`src/rtl/dac_front_pkg.sv`:
```
/*
  Shared constants and types for the video DAC digital front end:
  pixel widths, output level kinds, configuration decode, register map.
  Assumes a single clock domain and the plain register port of the top.
*/
`default_nettype none

package dac_front_pkg;

  // ==========================================================
  // Pixel path
  localparam int PIX_W      = 10;
  localparam int NUM_CH     = 3;
  localparam int LVL_W      = 2;
  localparam int CH_W       = PIX_W + LVL_W;
  localparam int WORD_W     = NUM_CH * CH_W;
  localparam int FIFO_DEPTH = 4;
  localparam int CNT_W      = 3;

  localparam int CH_RED     = 0;
  localparam int CH_GREEN   = 1;
  localparam int CH_BLUE    = 2;

  // Digital codes shown beside the blank and sync level kinds
  localparam logic [PIX_W-1:0] CODE_ZERO     = 10'h000;
  localparam logic [PIX_W-1:0] CODE_MID      = 10'h200;
  localparam logic [PIX_W-1:0] CODE_SYNC_NEG = 10'h000;
  localparam logic [PIX_W-1:0] CODE_SYNC_POS = 10'h3ff;

  typedef enum logic [LVL_W-1:0] {
    LVL_DATA,
    LVL_BLANK,
    LVL_SYNC_NEG,
    LVL_SYNC_POS
  } level_t;

  typedef enum logic [1:0] {
    CFG_GBR_444,
    CFG_YPBPR_444,
    CFG_YPBPR_422,
    CFG_RESERVED
  } cfg_t;

  // ==========================================================
  // Register map
  localparam int ADDR_W = 4;
  localparam int DATA_W = 32;

  localparam logic [ADDR_W-1:0] REG_CTRL   = 4'h0;
  localparam logic [ADDR_W-1:0] REG_STATUS = 4'h4;

  localparam int CTRL_FORCE_BLANK = 0;

  localparam int ST_CFG_LSB      = 0;
  localparam int ST_COLOUR_BIT   = 2;
  localparam int ST_SYNC_ALL_BIT = 3;
  localparam int ST_COLOUR_KNOWN = 4;
  localparam int ST_SYNC_KNOWN   = 5;
  localparam int ST_DIRECT_PIN   = 6;
  localparam int ST_LEVEL_LSB    = 8;

  localparam logic [DATA_W-1:0] RDATA_ZERO = 32'h0000_0000;

  // Direct pin and latched colour bit select the configuration
  function automatic cfg_t cfg_decode(input logic direct, input logic colour);
    case ({direct, colour})
      2'h0:    cfg_decode = CFG_GBR_444;
      2'h1:    cfg_decode = CFG_YPBPR_444;
      2'h2:    cfg_decode = CFG_YPBPR_422;
      default: cfg_decode = CFG_RESERVED;
    endcase
  endfunction : cfg_decode

endpackage : dac_front_pkg

`default_nettype wire

```
`src/rtl/pix_fifo_if.sv`:
```
/*
  Carrier between the front end and its pixel FIFO.
  Assumes valid/ready handshakes on both sides, one clock.
*/
`default_nettype none

interface pix_fifo_if #(
  parameter int W  = 36,
  parameter int CW = 3
);
  logic         push_valid;
  logic         push_ready;
  logic [W-1:0] push_data;
  logic         pop_valid;
  logic         pop_ready;
  logic [W-1:0] pop_data;
  logic [CW-1:0] count;

  modport store (
    input  push_valid, push_data, pop_ready,
    output push_ready, pop_valid, pop_data, count
  );

  modport user (
    output push_valid, push_data, pop_ready,
    input  push_ready, pop_valid, pop_data, count
  );
endinterface : pix_fifo_if

`default_nettype wire

```
`src/rtl/pix_fifo.sv`:
```
/*
  Small flip-flop FIFO with valid/ready on both sides.
  Assumes DEPTH is a power of two and CW can hold DEPTH.
*/
`default_nettype none

module pix_fifo #(
  parameter int W     = 36,
  parameter int DEPTH = 4,
  parameter int CW    = 3
) (
  // Clock and reset
  input  wire logic clk,
  input  wire logic sys_rst,
  input  wire logic clk_en,
  // Queue ports
  pix_fifo_if.store q
);
  localparam int PW = $clog2(DEPTH);

  logic [W-1:0]  mem      [DEPTH];
  logic [W-1:0]  next_mem [DEPTH];
  logic [PW-1:0] wr_ptr, next_wr_ptr;
  logic [PW-1:0] rd_ptr, next_rd_ptr;
  logic [CW-1:0] count,  next_count;
  logic          do_push, do_pop;

  assign q.push_ready = (count != CW'(DEPTH));
  assign q.pop_valid  = (count != '0);
  assign q.pop_data   = mem[rd_ptr];
  assign q.count      = count;
  assign do_push      = q.push_valid && q.push_ready;
  assign do_pop       = q.pop_valid && q.pop_ready;

  always_comb begin
    next_mem    = mem;
    next_wr_ptr = wr_ptr;
    next_rd_ptr = rd_ptr;
    next_count  = count;
    if (do_push) begin
      next_mem[wr_ptr] = q.push_data;
      next_wr_ptr      = wr_ptr + PW'(1);
    end
    if (do_pop) begin
      next_rd_ptr = rd_ptr + PW'(1);
    end
    if (do_push && !do_pop) begin
      next_count = count + CW'(1);
    end else if (do_pop && !do_push) begin
      next_count = count - CW'(1);
    end
  end

  always_ff @(posedge clk or posedge sys_rst) begin
    if (sys_rst) begin
      for (int i = 0; i < DEPTH; i++) begin
        mem[i] <= '0;
      end
      wr_ptr <= '0;
      rd_ptr <= '0;
      count  <= '0;
    end else if (clk_en) begin
      mem    <= next_mem;
      wr_ptr <= next_wr_ptr;
      rd_ptr <= next_rd_ptr;
      count  <= next_count;
    end
  end

endmodule : pix_fifo

`default_nettype wire

```
`src/rtl/video_dac_input_mode_latch.sv`:
```
/*
  Digital input front end of a triple 10-bit video DAC: samples pixel
  buses and blank/sync controls, overrides data with blank or sync
  levels, latches the second mode pin after sync transitions, and queues
  per-channel codes with level kinds toward the converters.
  Assumes every input is synchronous to clk and a plain register port.
*/
// The strobed register port and the register addresses were left to the implementer.
`default_nettype none

module video_dac_input_mode_latch
  import dac_front_pkg::*;
(
  // Clock, reset, enable
  input  wire logic              clk,
  input  wire logic              sys_rst,
  input  wire logic              clk_en,
  // Pixel inputs
  input  wire logic              pixel_valid,
  input  wire logic [PIX_W-1:0]  red_pr_in,
  input  wire logic [PIX_W-1:0]  green_luma_in,
  input  wire logic [PIX_W-1:0]  blue_pb_in,
  output logic                   in_ready,
  // Blank and sync controls
  input  wire logic              blank_n,
  input  wire logic              sync_n,
  input  wire logic              sync_tri,
  // Mode pins
  input  wire logic              mode_sel_direct,
  input  wire logic              mode_sel_latched_pin,
  // Converter side
  output logic                   out_valid,
  input  wire logic              out_ready,
  output logic [PIX_W-1:0]       red_pr_out,
  output logic [PIX_W-1:0]       green_luma_out,
  output logic [PIX_W-1:0]       blue_pb_out,
  output logic [LVL_W-1:0]       red_level,
  output logic [LVL_W-1:0]       green_level,
  output logic [LVL_W-1:0]       blue_level,
  // Latched mode state
  output logic                   colour_format_bit,
  output logic                   sync_on_all_bit,
  // Register port
  input  wire logic [ADDR_W-1:0] reg_addr,
  input  wire logic [DATA_W-1:0] reg_wdata,
  input  wire logic              reg_wr,
  input  wire logic              reg_rd,
  output logic [DATA_W-1:0]      reg_rdata
);

  // ==========================================================
  // Per-channel level selection
  function automatic logic [CH_W-1:0] chan_word(
    input logic [PIX_W-1:0] data,
    input logic             blank_act,
    input logic             sync_act,
    input logic             tri_pos,
    input logic             sync_here,
    input logic [PIX_W-1:0] blank_code
  );
    level_t lvl;
    logic [PIX_W-1:0] code;
    lvl  = LVL_DATA;
    code = data;
    if (sync_act && sync_here) begin
      lvl  = tri_pos ? LVL_SYNC_POS : LVL_SYNC_NEG;
      code = tri_pos ? CODE_SYNC_POS : CODE_SYNC_NEG;
    end else if (sync_act || blank_act) begin
      lvl  = LVL_BLANK;
      code = blank_code;
    end
    chan_word = {lvl, code};
  endfunction : chan_word

  // ==========================================================
  // Capture stage
  logic [PIX_W-1:0] pix_q [NUM_CH];
  logic [PIX_W-1:0] next_pix_q [NUM_CH];
  logic             valid_q, next_valid_q;
  logic             blank_n_q, next_blank_n_q;
  logic             sync_n_q, next_sync_n_q;
  logic             sync_tri_q, next_sync_tri_q;
  logic             next_in_ready;
  logic             accept;

  assign accept = pixel_valid && in_ready;

  always_comb begin
    next_pix_q[CH_RED]   = red_pr_in;
    next_pix_q[CH_GREEN] = green_luma_in;
    next_pix_q[CH_BLUE]  = blue_pb_in;
    next_valid_q         = accept;
    next_blank_n_q       = blank_n;
    next_sync_n_q        = sync_n;
    next_sync_tri_q      = sync_tri;
  end

  always_ff @(posedge clk or posedge sys_rst) begin
    if (sys_rst) begin
      for (int i = 0; i < NUM_CH; i++) begin
        pix_q[i] <= CODE_ZERO;
      end
      valid_q    <= 1'b0;
      blank_n_q  <= 1'b1;
      sync_n_q   <= 1'b1;
      sync_tri_q <= 1'b0;
    end else if (clk_en) begin
      pix_q      <= next_pix_q;
      valid_q    <= next_valid_q;
      blank_n_q  <= next_blank_n_q;
      sync_n_q   <= next_sync_n_q;
      sync_tri_q <= next_sync_tri_q;
    end
  end

  // ==========================================================
  // Mode latch on sync transitions
  logic sync_prev, next_sync_prev;
  logic next_colour_format_bit, next_sync_on_all_bit;
  logic colour_known, next_colour_known;
  logic sync_known, next_sync_known;

  always_comb begin
    next_sync_prev         = sync_n_q;
    next_colour_format_bit = colour_format_bit;
    next_sync_on_all_bit   = sync_on_all_bit;
    next_colour_known      = colour_known;
    next_sync_known        = sync_known;
    // Sampled sync differs from its previous sample: this is the second edge
    if (sync_n_q != sync_prev) begin
      if (sync_n_q) begin
        next_colour_format_bit = mode_sel_latched_pin;
        next_colour_known      = 1'b1;
      end else begin
        next_sync_on_all_bit = mode_sel_latched_pin;
        next_sync_known      = 1'b1;
      end
    end
  end

  always_ff @(posedge clk or posedge sys_rst) begin
    if (sys_rst) begin
      sync_prev         <= 1'b1;
      colour_format_bit <= 1'b0;
      sync_on_all_bit   <= 1'b0;
      colour_known      <= 1'b0;
      sync_known        <= 1'b0;
    end else if (clk_en) begin
      sync_prev         <= next_sync_prev;
      colour_format_bit <= next_colour_format_bit;
      sync_on_all_bit   <= next_sync_on_all_bit;
      colour_known      <= next_colour_known;
      sync_known        <= next_sync_known;
    end
  end

  // ==========================================================
  // Configuration and output word
  cfg_t             cfg;
  logic             force_blank;
  logic             blank_act, sync_act, ypbpr;
  logic [WORD_W-1:0] word;
  logic [PIX_W-1:0] blank_code [NUM_CH];
  logic             sync_here  [NUM_CH];

  assign cfg       = cfg_decode(mode_sel_direct, colour_format_bit);
  assign ypbpr     = (cfg != CFG_GBR_444);
  assign blank_act = !blank_n_q || force_blank;
  assign sync_act  = !sync_n_q;

  genvar ch;
  generate
    for (ch = 0; ch < NUM_CH; ch++) begin : g_chan
      // Colour difference channels blank at mid code in YPbPr modes
      assign blank_code[ch] = (ypbpr && ch != CH_GREEN) ? CODE_MID : CODE_ZERO;
      assign sync_here[ch]  = (ch == CH_GREEN) || sync_on_all_bit;
      assign word[ch*CH_W +: CH_W] = chan_word(pix_q[ch], blank_act,
                                               sync_act, sync_tri_q,
                                               sync_here[ch],
                                               blank_code[ch]);
    end
  endgenerate

  // ==========================================================
  // Queue toward the converters
  pix_fifo_if #(.W(WORD_W), .CW(CNT_W)) fq ();

  pix_fifo #(
    .W     (WORD_W),
    .DEPTH (FIFO_DEPTH),
    .CW    (CNT_W)
  ) u_fifo (
    .clk     (clk),
    .sys_rst (sys_rst),
    .clk_en  (clk_en),
    .q       (fq.store)
  );

  logic take;
  logic [CNT_W:0] room_sum;

  assign fq.push_valid = valid_q;
  assign fq.push_data  = word;
  assign take          = !out_valid || out_ready;
  assign fq.pop_ready  = take;

  // Ignores pops: ready only if a further word is sure to fit
  always_comb begin
    room_sum = {1'b0, fq.count} + (CNT_W+1)'(valid_q) + (CNT_W+1)'(accept)
             + (CNT_W+1)'(1);
    next_in_ready = (room_sum <= (CNT_W+1)'(FIFO_DEPTH));
  end

  logic [WORD_W-1:0] out_word, next_out_word;
  logic              next_out_valid;

  always_comb begin
    next_out_word  = out_word;
    next_out_valid = out_valid;
    if (take) begin
      next_out_valid = fq.pop_valid;
      if (fq.pop_valid) begin
        next_out_word = fq.pop_data;
      end
    end
  end

  always_ff @(posedge clk or posedge sys_rst) begin
    if (sys_rst) begin
      out_word  <= '0;
      out_valid <= 1'b0;
      in_ready  <= 1'b0;
    end else if (clk_en) begin
      out_word  <= next_out_word;
      out_valid <= next_out_valid;
      in_ready  <= next_in_ready;
    end
  end

  assign red_pr_out     = out_word[CH_RED*CH_W +: PIX_W];
  assign green_luma_out = out_word[CH_GREEN*CH_W +: PIX_W];
  assign blue_pb_out    = out_word[CH_BLUE*CH_W +: PIX_W];
  assign red_level      = out_word[CH_RED*CH_W + PIX_W +: LVL_W];
  assign green_level    = out_word[CH_GREEN*CH_W + PIX_W +: LVL_W];
  assign blue_level     = out_word[CH_BLUE*CH_W + PIX_W +: LVL_W];

  // ==========================================================
  // Register port
  logic [DATA_W-1:0] next_reg_rdata;
  logic              next_force_blank;
  logic [DATA_W-1:0] status;

  always_comb begin
    status = RDATA_ZERO;
    status[ST_CFG_LSB +: 2]     = cfg;
    status[ST_COLOUR_BIT]       = colour_format_bit;
    status[ST_SYNC_ALL_BIT]     = sync_on_all_bit;
    status[ST_COLOUR_KNOWN]     = colour_known;
    status[ST_SYNC_KNOWN]       = sync_known;
    status[ST_DIRECT_PIN]       = mode_sel_direct;
    status[ST_LEVEL_LSB +: CNT_W] = fq.count;
  end

  always_comb begin
    next_force_blank = force_blank;
    next_reg_rdata   = RDATA_ZERO;
    if (reg_wr && reg_addr == REG_CTRL) begin
      next_force_blank = reg_wdata[CTRL_FORCE_BLANK];
    end
    if (reg_rd) begin
      case (reg_addr)
        REG_CTRL: begin
          next_reg_rdata[CTRL_FORCE_BLANK] = force_blank;
        end
        REG_STATUS: begin
          next_reg_rdata = status;
        end
        default: begin
          next_reg_rdata = RDATA_ZERO;
        end
      endcase
    end
  end

  always_ff @(posedge clk or posedge sys_rst) begin
    if (sys_rst) begin
      force_blank <= 1'b0;
      reg_rdata   <= RDATA_ZERO;
    end else if (clk_en) begin
      force_blank <= next_force_blank;
      reg_rdata   <= next_reg_rdata;
    end
  end

endmodule : video_dac_input_mode_latch

`default_nettype wire

```
`config.mk`:
```
export PLATFORM = sky130hd
export DESIGN_NAME = video_dac_input_mode_latch
export DESIGN_NICKNAME = d
export VERILOG_FILES = /design/src/rtl/dac_front_pkg.sv /design/src/rtl/pix_fifo_if.sv /design/src/rtl/pix_fifo.sv /design/src/rtl/video_dac_input_mode_latch.sv
export SDC_FILE = /design/constraint.sdc
export NUM_CORES = 1
export LEC_CHECK = 0
export ABC_CLOCK_PERIOD_IN_PS = 10800
export BUFFER_PORTS_ARGS = -buffer_cell sky130_fd_sc_hd__buf_2
export CAP_MARGIN = 0
export CELL_PAD_IN_SITES_DETAIL_PLACEMENT = 2
export CELL_PAD_IN_SITES_GLOBAL_PLACEMENT = 2
export CORE_UTILIZATION = 41
export DETAILED_ROUTE_END_ITERATION = 12
export GPL_ROUTABILITY_DRIVEN = 0
export PLACE_DENSITY = 0.75
export RECOVER_POWER = 50
export SLEW_MARGIN = 10
export SYNTH_ARGS = -nofsm -noshare
export SYNTH_HDL_FRONTEND = slang
export SYNTH_SLANG_ARGS = --single-unit
```
`constraint.sdc`:
```
create_clock -name clk -period 10.8 [get_ports clk]
set_clock_uncertainty 0.05 [all_clocks]
set_input_delay 2.16 -clock clk [delete_from_list [all_inputs] [get_ports clk]]
set_output_delay 2.16 -clock clk [all_outputs]
set_load 0.005 [all_outputs]
```
After elaboration in Yosys (flattened, before gate mapping) --
Index checks and enable logic that the tools add are counted.
Cells by class: mux-type cells 24, $add $sub $neg 7, equal/unequal tests 5, reductions and logical operators 29, $lt $le $gt $ge 4, bitwise gates (word level) 3
Operator list (count):
- $bwmux W144 | 1
- $mux W36 | 3
- $mux W10 | 9
- $bmux W36 S2 | 1
- $demux W36 S2 | 1
- $mux W11 | 1
- $reduce_and A2 Y1 | 5
- $reduce_and A3 Y1 | 3
- $logic_and A1 B1 Y1 | 8
- $ge A3 B3 Y1 const B | 2
- $mux W3 | 2
- $not A2 Y3 | 2
- $pmux W2 S3 | 1
- $logic_not A1 Y1 | 5
- $add A2 B1 Y2 const B | 2
- $add A3 B1 Y4 | 1
- $add A4 B1 Y4 | 1
- $add A4 B1 Y4 const B | 1
- $eq A4 B3 Y1 const B | 1
- $le A4 B3 Y1 const B | 1
- $logic_not A4 Y1 | 1
- $mux W2 | 2
- $reduce_bool A2 Y1 | 2
- $add A3 B1 Y3 const B | 1
- other kinds (12) | 15
Word-level totals: word-level logic and storage cells 96, input port bits 78, register bits 261, output and inout bits 72

Longest topological paths before layout --
Gate-level depths: netlist (run 1).
depth after elaboration 7, gate-level depth with buffers 10, depth with buffers taken out 8

Hierarchy --
A second synthesis (run 1) with hierarchy kept.
Unflattened totals: cells, all modules 696, area total of the unflattened synthesis 10760.3 µm²
By module, submodules not included:
- pix_fifo | cells each 389, times used 1, sequential area each 3778.6 µm², area an instance 6715.2 µm²
- video_dac_input_mode_latch | cells each 307, times used 1, sequential area each 2205.9 µm², area an instance 4045.1 µm²

Worst setup path before layout (run 1) --
OpenSTA, ideal clock, no wires.
kind input to register, start input pixel_valid, end register in_ready, buffers on the path 0, data required time 10.626 ns, library setup time 0.124 ns, arrival time 3.460 ns, stages 8, path slack 7.166 ns, path through nand2_1 -> ha_1 -> inv_1 -> ha_1 -> fa_1 -> o21bai_1 -> a21boi_0 -> o2bb2ai_1
Between the ends: word-level cells in the longest chain between the ends 4
RTL lines:
- from (decl) | line video_dac_input_mode_latch.sv:19 | input wire logic pixel_valid,
- $logic_and A1 B1 Y1 | line video_dac_input_mode_latch.sv:86 | assign accept = pixel_valid && in_ready;
- $add A4 B1 Y4 | line video_dac_input_mode_latch.sv:209 | room_sum = {1'b0, fq.count} + (CNT_W+1)'(valid_q) + (CNT_W+1)'(accept)
- $add A4 B1 Y4 | line video_dac_input_mode_latch.sv:210 | + (CNT_W+1)'(1);
- $le A4 B3 Y1 | line video_dac_input_mode_latch.sv:211 | next_in_ready = (room_sum <= (CNT_W+1)'(FIFO_DEPTH));
- to (signal assigned) | line video_dac_input_mode_latch.sv:236 | in_ready <= next_in_ready;
- to (decl) | line video_dac_input_mode_latch.sv:23 | output logic in_ready,
Every way passes these cells. A chain may end at the register's enable or synchronous reset.

Final worst setup path (run 1) --
start input clk_en, end register out_word[18]
Between the ends: word-level cells in the longest chain between the ends 1
RTL lines:
- from (decl) | line video_dac_input_mode_latch.sv:17 | input wire logic clk_en,
- $reduce_and A3 Y1 (no source line)
- to (signal assigned) | line video_dac_input_mode_latch.sv:234 | out_word <= next_out_word;
- to (decl) | line video_dac_input_mode_latch.sv:214 | logic [WORD_W-1:0] out_word, next_out_word;
Every way passes these cells.

==> insert_results.sql, run 1 <==
INSERT INTO impl_metrics (metric_group, metric, value, unit) VALUES
('clock_tree', 'count_of_hold_buffers_inserted_by_post_cts_repair', '0', ''),
('global_routing', 'grtUsageTotal', '20.77', '%'),
('setup_path', 'worstSetupPathDepth', '5', ''),
('yosys', 'synth_sequential_area_ratio', '54.24', '%'),
('die', 'rows', '58', ''),
('flow_run', 'max_cap_violation_count', '2', ''),
('finish', 'fin_area', '0.01202', 'sq mm'),
('finish', 'antenna-diode-count', '0', ''),
('finish', 'utilization', '47.60', '%'),
('hold_path', 'hold_depth', '1', ''),
('yosys', 'synth.most_common_cell', 'sky130_fd_sc_hd__dfrtp_1', ''),
('placement', 'placedInstanceArea', '0.01114', 'sq mm'),
('finish', 'nets', '839', ''),
('setup_path', 'crit_arrival', '6.93', 'ns'),
('routing', 'totalWireLength', '26290', 'um'),
('die', 'placeableCoreArea', '0.02525', 'sq mm'),
('yosys', 'synth_warnings', '0', ''),
('setup_path', 'path_class', 'in -> reg', ''),
('setup_path', 'critPathTopFamily', 'buffers and inverters', ''),
('global_routing', 'remaining_overflow_grt', '0', ''),
('die', 'die_w', '162.6', 'um'),
('global_routing', 'via_count_of_the_first_global_routing_pass', '7062', ''),
('sta', 'max_freq', '152.0', 'MHz'),
('outcome', 'status', 'complete, but fails checks', ''),
('global_routing', 'initial_antenna_violation_count', '0', ''),
('clock_tree', 'clk_path_buf_depth', '3', ''),
('sta', 'setup_viol', '0', ''),
('routing', 'drt_pass1_iterations', '4', ''),
('finish', 'multiInputGateArea', '0.004405', 'sq mm'),
('setup_path', 'critical_path.max_fanout', '44', ''),
('yosys', 'synth.cells.most_frequent', '226 x sky130_fd_sc_hd__dfrtp_1, 108 x sky130_fd_sc_hd__mux2_4, 88 x sky130_fd_sc_hd__mux2_2', ''),
('global_routing', 'grt_first_pass_wirelength', '41880', 'um'),
('die', 'fp.dieH', '162.6', 'um'),
('yosys', 'async_flop_share', '100.0', '%'),
('yosys', 'syn-instance-count', '668', ''),
('routing', 'num_vias', '5944', ''),
('yosys', 'synth.area.top_cells', 'sky130_fd_sc_hd__dfrtp_1 53%, sky130_fd_sc_hd__mux2_4 15%, sky130_fd_sc_hd__mux2_2 9.4%, sky130_fd_sc_hd__mux4_2 7.2%, sky130_fd_sc_hd__a21o_1 2.0%', ''),
('clock_tree', 'htree_levels', '1', ''),
('routing', 'drt_first_iter_violations', '204', ''),
('clock_tree', 'number_of_cells_upsized_or_downsized_after_cts', '0', ''),
('setup_path', 'cp_buf_inv_count', '3', ''),
('setup_path', 'cp_slowest_cell', 'sky130_fd_sc_hd__clkbuf_1', ''),
('sta', 'setup_total_negative_slack', '0', 'ns'),
('clock_tree', 'insertion_delay', '0.52', 'ns'),
('setup_path', 'critical_path.cell_chain', 'buf_2 -> clkbuf_1 -> inv_1 -> or3_2 -> mux2_2', ''),
('yosys', 'yosysTopAreaCell', 'sky130_fd_sc_hd__dfrtp_1', ''),
('hold_path', 'min-delay-path-class', 'reg -> reg', ''),
('setup_path', 'start_kind', 'input port', ''),
('die', 'pin_count', '150', ''),
('finish', 'fillerInstances', '2359', ''),
('setup_path', 'worst_path_largest_cell_delay', '1.97', 'ns'),
('yosys', 'synthDistinctLibCells', '42', ''),
('setup_path', 'cp-end-kind', 'register', ''),
('outcome', 'violations_in_the_final_reports', 'max-capacitance violations, max-slew violations', ''),
('yosys', 'synth_enable_flop_cells', '0', ''),
('sta', 'setup_repair_after_global_routing_missed_its_margin', 'no', ''),
('sta', 'hold-worst-slack', '0.4209', 'ns'),
('clock_tree', 'cts_setup_buffers', '0', ''),
('yosys', 'synthesis.area_per_instance', '15.83', 'sq um'),
('clock_tree', 'cts_root_buf', 'sky130_fd_sc_hd__clkbuf_16', ''),
('clock_tree', 'numCtsBuffers', '26', ''),
('sta', 'layout_min_cycle_time', '6.580', 'ns'),
('yosys', 'yosys.area.top_type_share', '53.49', '%'),
('placement', 'detailedPlacementHpwl', '15890', 'um'),
('sta', 'report.final.slew_viol_count', '143', ''),
('setup_path', 'worst_r2r_path_depth', '4', ''),
('setup_path', 'r2r_slack', '7.86', 'ns'),
('placement', 'numPortBuffers', '96', ''),
('die', 'total_die_area', '0.02643', 'sq mm'),
('routing', 'avgViaCountPerCell', '5.404', ''),
('finish', 'post_route_cells_drive_above_1_share', '47.01', '%');
## logic make-up after synthesis
family	after synthesis	synth area share, %
AO/OA/AOI/OAI	72	4.829
XOR/XNOR	6	0.4970
adder cells (fa/ha/maj)	10	1.325
buffers and inverters	79	4.911
flip-flops	229	54.24
multiplexers	230	31.95
other	1	0.03547
AND/OR/NAND/NOR	41	2.213
## state kept, by name (all words and copies together), names as in the netlist, 2 cells and up
name	count
u_fifo.q.count	3
u_fifo.rd_ptr	2
out_word	34
u_fifo.wr_ptr	2
u_fifo.mem	136
pix_q	30
reg_rdata	10
## report_power, final
group | internal, uW | switching [uW] | leakage, uW
Clock | 603 | 345 | 0.000456
Sequential | 1140 | 247 | 0.00293
Combinational | 574 | 373 | 0.00233
## worst reg2reg max path, cell delays in order (launching register included)
cell                      delay [ns]
sky130_fd_sc_hd__dfrtp_1        0.52
sky130_fd_sc_hd__or3b_1         0.59
sky130_fd_sc_hd__and3_2         0.71
sky130_fd_sc_hd__buf_4          0.54
sky130_fd_sc_hd__mux2_2         0.42
## area by class of cell
cell class	count	area share (%)
clock inverters	9	1.415
inverters	9	0.2914
flip-flops and latches	229	47.72
repair buffers	104	4.194
clock buffers	38	6.297
multi-input cells	381	36.65
well taps	330	3.435
## metal layers
metal	up-vias	share of wire (%)	wire [um]	track usage, %
met1	3229	42	11060	25.93
met5	-	0	0	0
met2	131	52	13750	37.72
met3	33	4.0	1053	3.183
met4	0	1.6	425	4.758
li1	2551	-	-	-
## cells in the final DEF (no fill, tap or decap), types with 3 or more instances in the layout
master and instances:
sky130_fd_sc_hd__a21o_1 28, sky130_fd_sc_hd__a21oi_1 6, sky130_fd_sc_hd__a22o_1 9, sky130_fd_sc_hd__a31oi_1 20, sky130_fd_sc_hd__and3_2 4, sky130_fd_sc_hd__buf_2 70, sky130_fd_sc_hd__buf_4 7, sky130_fd_sc_hd__bufinv_16 5
sky130_fd_sc_hd__clkbuf_1 33, sky130_fd_sc_hd__clkbuf_16 27, sky130_fd_sc_hd__clkbuf_8 4, sky130_fd_sc_hd__clkinv_2 4, sky130_fd_sc_hd__conb_1 22, sky130_fd_sc_hd__dfrtp_1 224, sky130_fd_sc_hd__dfstp_2 3, sky130_fd_sc_hd__ha_1 8
sky130_fd_sc_hd__inv_1 8, sky130_fd_sc_hd__mux2_2 88, sky130_fd_sc_hd__mux2_4 108, sky130_fd_sc_hd__mux4_2 34, sky130_fd_sc_hd__nand2_1 9, sky130_fd_sc_hd__nor2_1 5, sky130_fd_sc_hd__nor2b_1 4, sky130_fd_sc_hd__o21ai_0 3
sky130_fd_sc_hd__xnor2_1 5
## stage by stage
stage | instances | setup WS, ns | power, uW
CTS | 1100 | 6.073 | 3342
detailed placement | 1053 | 5.579 | 2348
global route | 1100 | 3.834 | 3458
finish | 1100 | 4.220 | 3283
floorplan | 689 | 2.319 | 2043
global placement | 1053 | 5.747 | 2251
## final timing paths
path                                          end               from
worst max-delay path                 out_word[18]             clk_en
max in group asynchronous        u_fifo.rd_ptr[0]            sys_rst
min in group asynchronous       colour_format_bit            sys_rst
worst min register to register         sync_known         sync_known
worst max register to register     u_fifo.mem[68]  u_fifo.q.count[1]
worst min-delay path                   sync_known         sync_known
Note: power is estimated with default switching activity, not from simulation.
==> run 2, diff against run 1 <==
--- a/config.mk
+++ b/config.mk
@@ -5,15 +5,16 @@
 export SDC_FILE = /design/constraint.sdc
 export NUM_CORES = 1
 export LEC_CHECK = 0
-export ABC_CLOCK_PERIOD_IN_PS = 10800
+export ABC_AREA = 1
+export ABC_CLOCK_PERIOD_IN_PS = 6900
 export BUFFER_PORTS_ARGS = -buffer_cell sky130_fd_sc_hd__buf_2
 export CAP_MARGIN = 0
 export CELL_PAD_IN_SITES_DETAIL_PLACEMENT = 2
 export CELL_PAD_IN_SITES_GLOBAL_PLACEMENT = 2
-export CORE_UTILIZATION = 41
+export CORE_UTILIZATION = 34
 export DETAILED_ROUTE_END_ITERATION = 12
 export GPL_ROUTABILITY_DRIVEN = 0
-export PLACE_DENSITY = 0.75
+export PLACE_DENSITY = 0.76
 export RECOVER_POWER = 50
 export SLEW_MARGIN = 10
 export SYNTH_ARGS = -nofsm -noshare
==> constraint.sdc (replaced) <==
create_clock -name clk -period 6.9 [get_ports clk]
set_clock_uncertainty 0.05 [all_clocks]
set_input_delay 1.38 -clock clk [delete_from_list [all_inputs] [get_ports clk]]
set_output_delay 1.38 -clock clk [all_outputs]
set_load 0.005 [all_outputs]
==> insert_results.sql, run 2 <==
INSERT INTO impl_metrics (metric_group, metric, value, unit) VALUES
('routing', 'average_routed_wire_per_standard_cell', '17.87', 'um'),
('setup_path', 'critical_path.max_fanout', '49', ''),
('finish', 'top_register', 'u_fifo.mem', ''),
('finish', 'post_route_cells_drive_above_1_share', '12.48', '%'),
('yosys', 'synthesis.area_per_instance', '8.241', 'sq um'),
('setup_path', 'start_kind', 'input port', ''),
('yosys', 'yosysTopAreaCell', 'sky130_fd_sc_hd__dfrtp_1', ''),
('routing', 'totalWireLength', '31020', 'um'),
('outcome', 'violations_in_the_final_reports', 'max-capacitance violations, max-slew violations', ''),
('yosys', 'synth-seq-cells', '229', ''),
('hold_path', 'min-delay-path-class', 'reg -> reg', ''),
('sta', 'layout_min_cycle_time', '4.288', 'ns'),
('setup_path', 'cp_slowest_cell', 'sky130_fd_sc_hd__clkbuf_1', ''),
('sta', 'timing.final.ws_setup', '2.612', 'ns'),
('yosys', 'netlist_area', '0.01046', 'sq mm'),
('finish', 'antenna-diode-count', '0', ''),
('global_routing', 'initial_antenna_violation_count', '0', ''),
('global_routing', 'via_count_of_the_first_global_routing_pass', '9630', ''),
('setup_path', 'critical_path.cell_chain', 'clkbuf_1 -> buf_4 -> nand4_4 -> inv_2 -> o21ai_0', ''),
('setup_path', 'critPathTopFamily', 'buffers and inverters', ''),
('yosys', 'synth_warnings', '0', ''),
('sta', 'finalCritPeriodShare', '62.15', '%'),
('yosys', 'yosys.area.top_type_share', '54.08', '%'),
('placement', 'place_worst_setup_slack', '2.545', 'ns'),
('setup_path', 'cp-end-kind', 'register', ''),
('placement', 'numPortBuffers', '96', ''),
('routing', 'ant_nets', '0', ''),
('sta', 'setup_repair_after_global_routing_missed_its_margin', 'no', ''),
('hold_path', 'holdCritStartpoint', 'u_fifo.mem[120]', ''),
('finish', 'layout_commonest_cell', 'sky130_fd_sc_hd__nand2_1', ''),
('clock_tree', 'tritoncts_clock_tree', 'built', ''),
('yosys', 'syn-instance-count', '1269', ''),
('finish', 'nets', '1415', ''),
('die', 'total_die_area', '0.03146', 'sq mm'),
('setup_path', 'critical_path.reg2reg.startpoint', 'next_sync_prev', ''),
('setup_path', 'path_class', 'in -> reg', ''),
('die', 'initial_core_util', '34.91', '%'),
('setup_path', 'r2r_end', 'u_fifo.mem[30]', ''),
('global_routing', 'grtUsageTotal', '20.52', '%'),
('finish', 'biggestRegsByFlops', 'u_fifo.mem (136), out_word (34), pix_q (30)', ''),
('setup_path', 'crit_arrival', '4.60', 'ns'),
('yosys', 'async_flop_share', '100.0', '%'),
('finish', 'fillerInstances', '3480', ''),
('routing', 'drt_first_iter_violations', '331', ''),
('routing', 'avgViaCountPerCell', '4.967', ''),
('setup_path', 'r2r_slack', '4.27', 'ns'),
('die', 'die_w', '177.4', 'um'),
('clock_tree', 'count_of_hold_buffers_inserted_by_post_cts_repair', '0', ''),
('finish', 'layout_common_cells', '492 x sky130_fd_sc_hd__nand2_1, 225 x sky130_fd_sc_hd__dfrtp_1, 209 x sky130_fd_sc_hd__o21ai_0, 95 x sky130_fd_sc_hd__buf_2, 89 x sky130_fd_sc_hd__inv_1', ''),
('die', 'rows', '63', ''),
('hold_path', 'timing.hold.worst_endpoint', 'u_fifo.mem[120]', ''),
('sta', 'max_slew_margin', '-103.0', '%'),
('pwr', 'power.static_leakage', '0.006221', 'uW'),
('global_routing', 'maximum_number_of_pins_on_one_net_before_global_route_repair', '176', ''),
('die', 'fp.dieH', '177.4', 'um'),
('routing', 'drt_pass1_iterations', '4', ''),
('clock_tree', 'htree_levels', '1', ''),
('clock_tree', 'clk_transition_reported_paths', '0.06', 'ns'),
('routing', 'num_vias', '8622', ''),
('clock_tree', 'cts_root_buf', 'sky130_fd_sc_hd__clkbuf_16', ''),
('finish', 'area_delta_synth_final', '13.45', '%'),
('yosys', 'synth.most_common_cell', 'sky130_fd_sc_hd__nand2_1', ''),
('pwr', 'powerDensity', '423.3', 'mW/mm^2'),
('clock_tree', 'numCtsBuffers', '26', ''),
('sta', 'setup_viol', '0', ''),
('clock_tree', 'insertion_delay', '0.53', 'ns'),
('pwr', 'ir_worst_vdd', '0.1744', 'mV'),
('sta', 'hold_violations', '0', ''),
('setup_path', 'cp_buf_inv_count', '3', ''),
('outcome', 'status', 'complete, but fails checks', ''),
('yosys', 'synth_sequential_area_ratio', '54.83', '%'),
('flow_run', 'max_cap_violation_count', '1', ''),
('clock_tree', 'cts.sinks', '229', ''),
('yosys', 'synthDistinctLibCells', '30', ''),
('setup_path', 'req_time_crit_path', '7.21', 'ns'),
('sta', 'hold-worst-slack', '0.4214', 'ns'),
('hold_path', 'hold_depth', '2', ''),
('clock_tree', 'clk_path_buf_depth', '3', ''),
('routing', 'remaining_drc_errors', '0', ''),
('yosys', 'synth_enable_flop_cells', '0', ''),
('yosys', 'synth_flop_cell', 'sky130_fd_sc_hd__dfrtp_1', ''),
('global_routing', 'grt_first_pass_wirelength', '50720', 'um'),
('setup_path', 'worst_path_largest_cell_delay', '0.90', 'ns'),
('global_routing', 'remaining_overflow_grt', '0', ''),
('yosys', 'synth.cells.most_frequent', '492 x sky130_fd_sc_hd__nand2_1, 226 x sky130_fd_sc_hd__dfrtp_1, 209 x sky130_fd_sc_hd__o21ai_0', ''),
('clock_tree', 'cts_setup_buffers', '0', ''),
('die', 'pin_count', '150', ''),
('sta', 'report.final.slew_viol_count', '55', ''),
('sta', 'setup_total_negative_slack', '0', 'ns'),
('setup_path', 'worst_r2r_path_depth', '4', ''),
('clock_tree', 'number_of_cells_upsized_or_downsized_after_cts', '0', ''),
('yosys', 'synth.area.top_cells', 'sky130_fd_sc_hd__dfrtp_1 54%, sky130_fd_sc_hd__nand2_1 18%, sky130_fd_sc_hd__o21ai_0 10%, sky130_fd_sc_hd__inv_1 3.3%, sky130_fd_sc_hd__buf_4 3.0%', ''),
('sta', 'worst_slew_pin_slew', '3.046', 'ns'),
('sta', 'max_freq', '233.2', 'MHz'),
('die', 'placeableCoreArea', '0.02995', 'sq mm'),
('finish', 'largest_reg_flops', '136', ''),
('placement', 'detailedPlacementHpwl', '18040', 'um');
## run 2: changes by cell type after synthesis, sizes merged, moves of 34 or more
cell   previous run  this run
mux4             34         0
nand2             9       492
nor2              5        53
inv               9        98
o21ai             3       224
mux2            196         0
## run 2: final cells by class
class                      count  area (sq um)  area share, %
clock buffer                  39         810.8          6.834
clock inverter                 8         90.09         0.7593
inverter                     100         376.6          3.174
multi-input combinational    865          3807          32.09
sequential                   229          5736          48.34
tap                          390         488.0          4.113
timing repair buffer         105         555.5          4.683
## run 2: worst max path at each step
stage               depth (start not counted)     from  slack [ns]           endpoint
global route                                5   clk_en        2.32     u_fifo.mem[25]
detailed placement                          5   clk_en        2.54     u_fifo.mem[19]
finish                                      5   clk_en        2.61     u_fifo.mem[25]
global placement                            5   clk_en        2.64     u_fifo.mem[28]
floorplan                                   1  sys_rst        2.48  colour_format_bit
CTS                                         5   clk_en        3.07     u_fifo.mem[25]
## run 2: logic make-up after synthesis
logic type,Yosys count,share of synthesized area [%]
buf+inv,196,9.608
simple gates,572,21.48
compound gates,257,12.37
xor+xnor,4,0.3351
other cells,1,0.03586
flops,229,54.83
fa+ha+maj,10,1.340
## run 2: stage by stage
| stage | utilization, % | area, sq um | cells | power (uW) |
|---|---|---|---|---|
| floorplan | - | 10540 | 1290 | 3095 |
| finish | 39.61 | 11860 | 1736 | 5022 |
| CTS | 39.63 | 11870 | 1736 | 5112 |
| global route | 39.61 | 11860 | 1736 | 5422 |
| global placement | 36.62 | 10970 | 1689 | 3525 |
| detailed placement | 36.62 | 10970 | 1689 | 3615 |
## run 2: report_power, final
part | internal [uW] | switching, uW | leakage, uW
sequential | 1810 | 270 | 0.00290
combinational | 515 | 986 | 0.00287
clock | 881 | 559 | 0.000453
## run 2: layer usage
layer  vias up  track usage, %  wire (um)
met1      4396           25.64      13700
met3        46           2.442       1073
met2       139           37.24      15630
li1       4041               -          -
met5         -               0          0
met4         0           5.342        617
## run 2: worst register-to-register path: stages, from the launching register on
cell                      delay (ns)
sky130_fd_sc_hd__dfstp_2        0.66
sky130_fd_sc_hd__nand3_2        0.71
sky130_fd_sc_hd__o21ai_0        0.85
sky130_fd_sc_hd__nand2_1        0.13
sky130_fd_sc_hd__o21ai_0        0.12
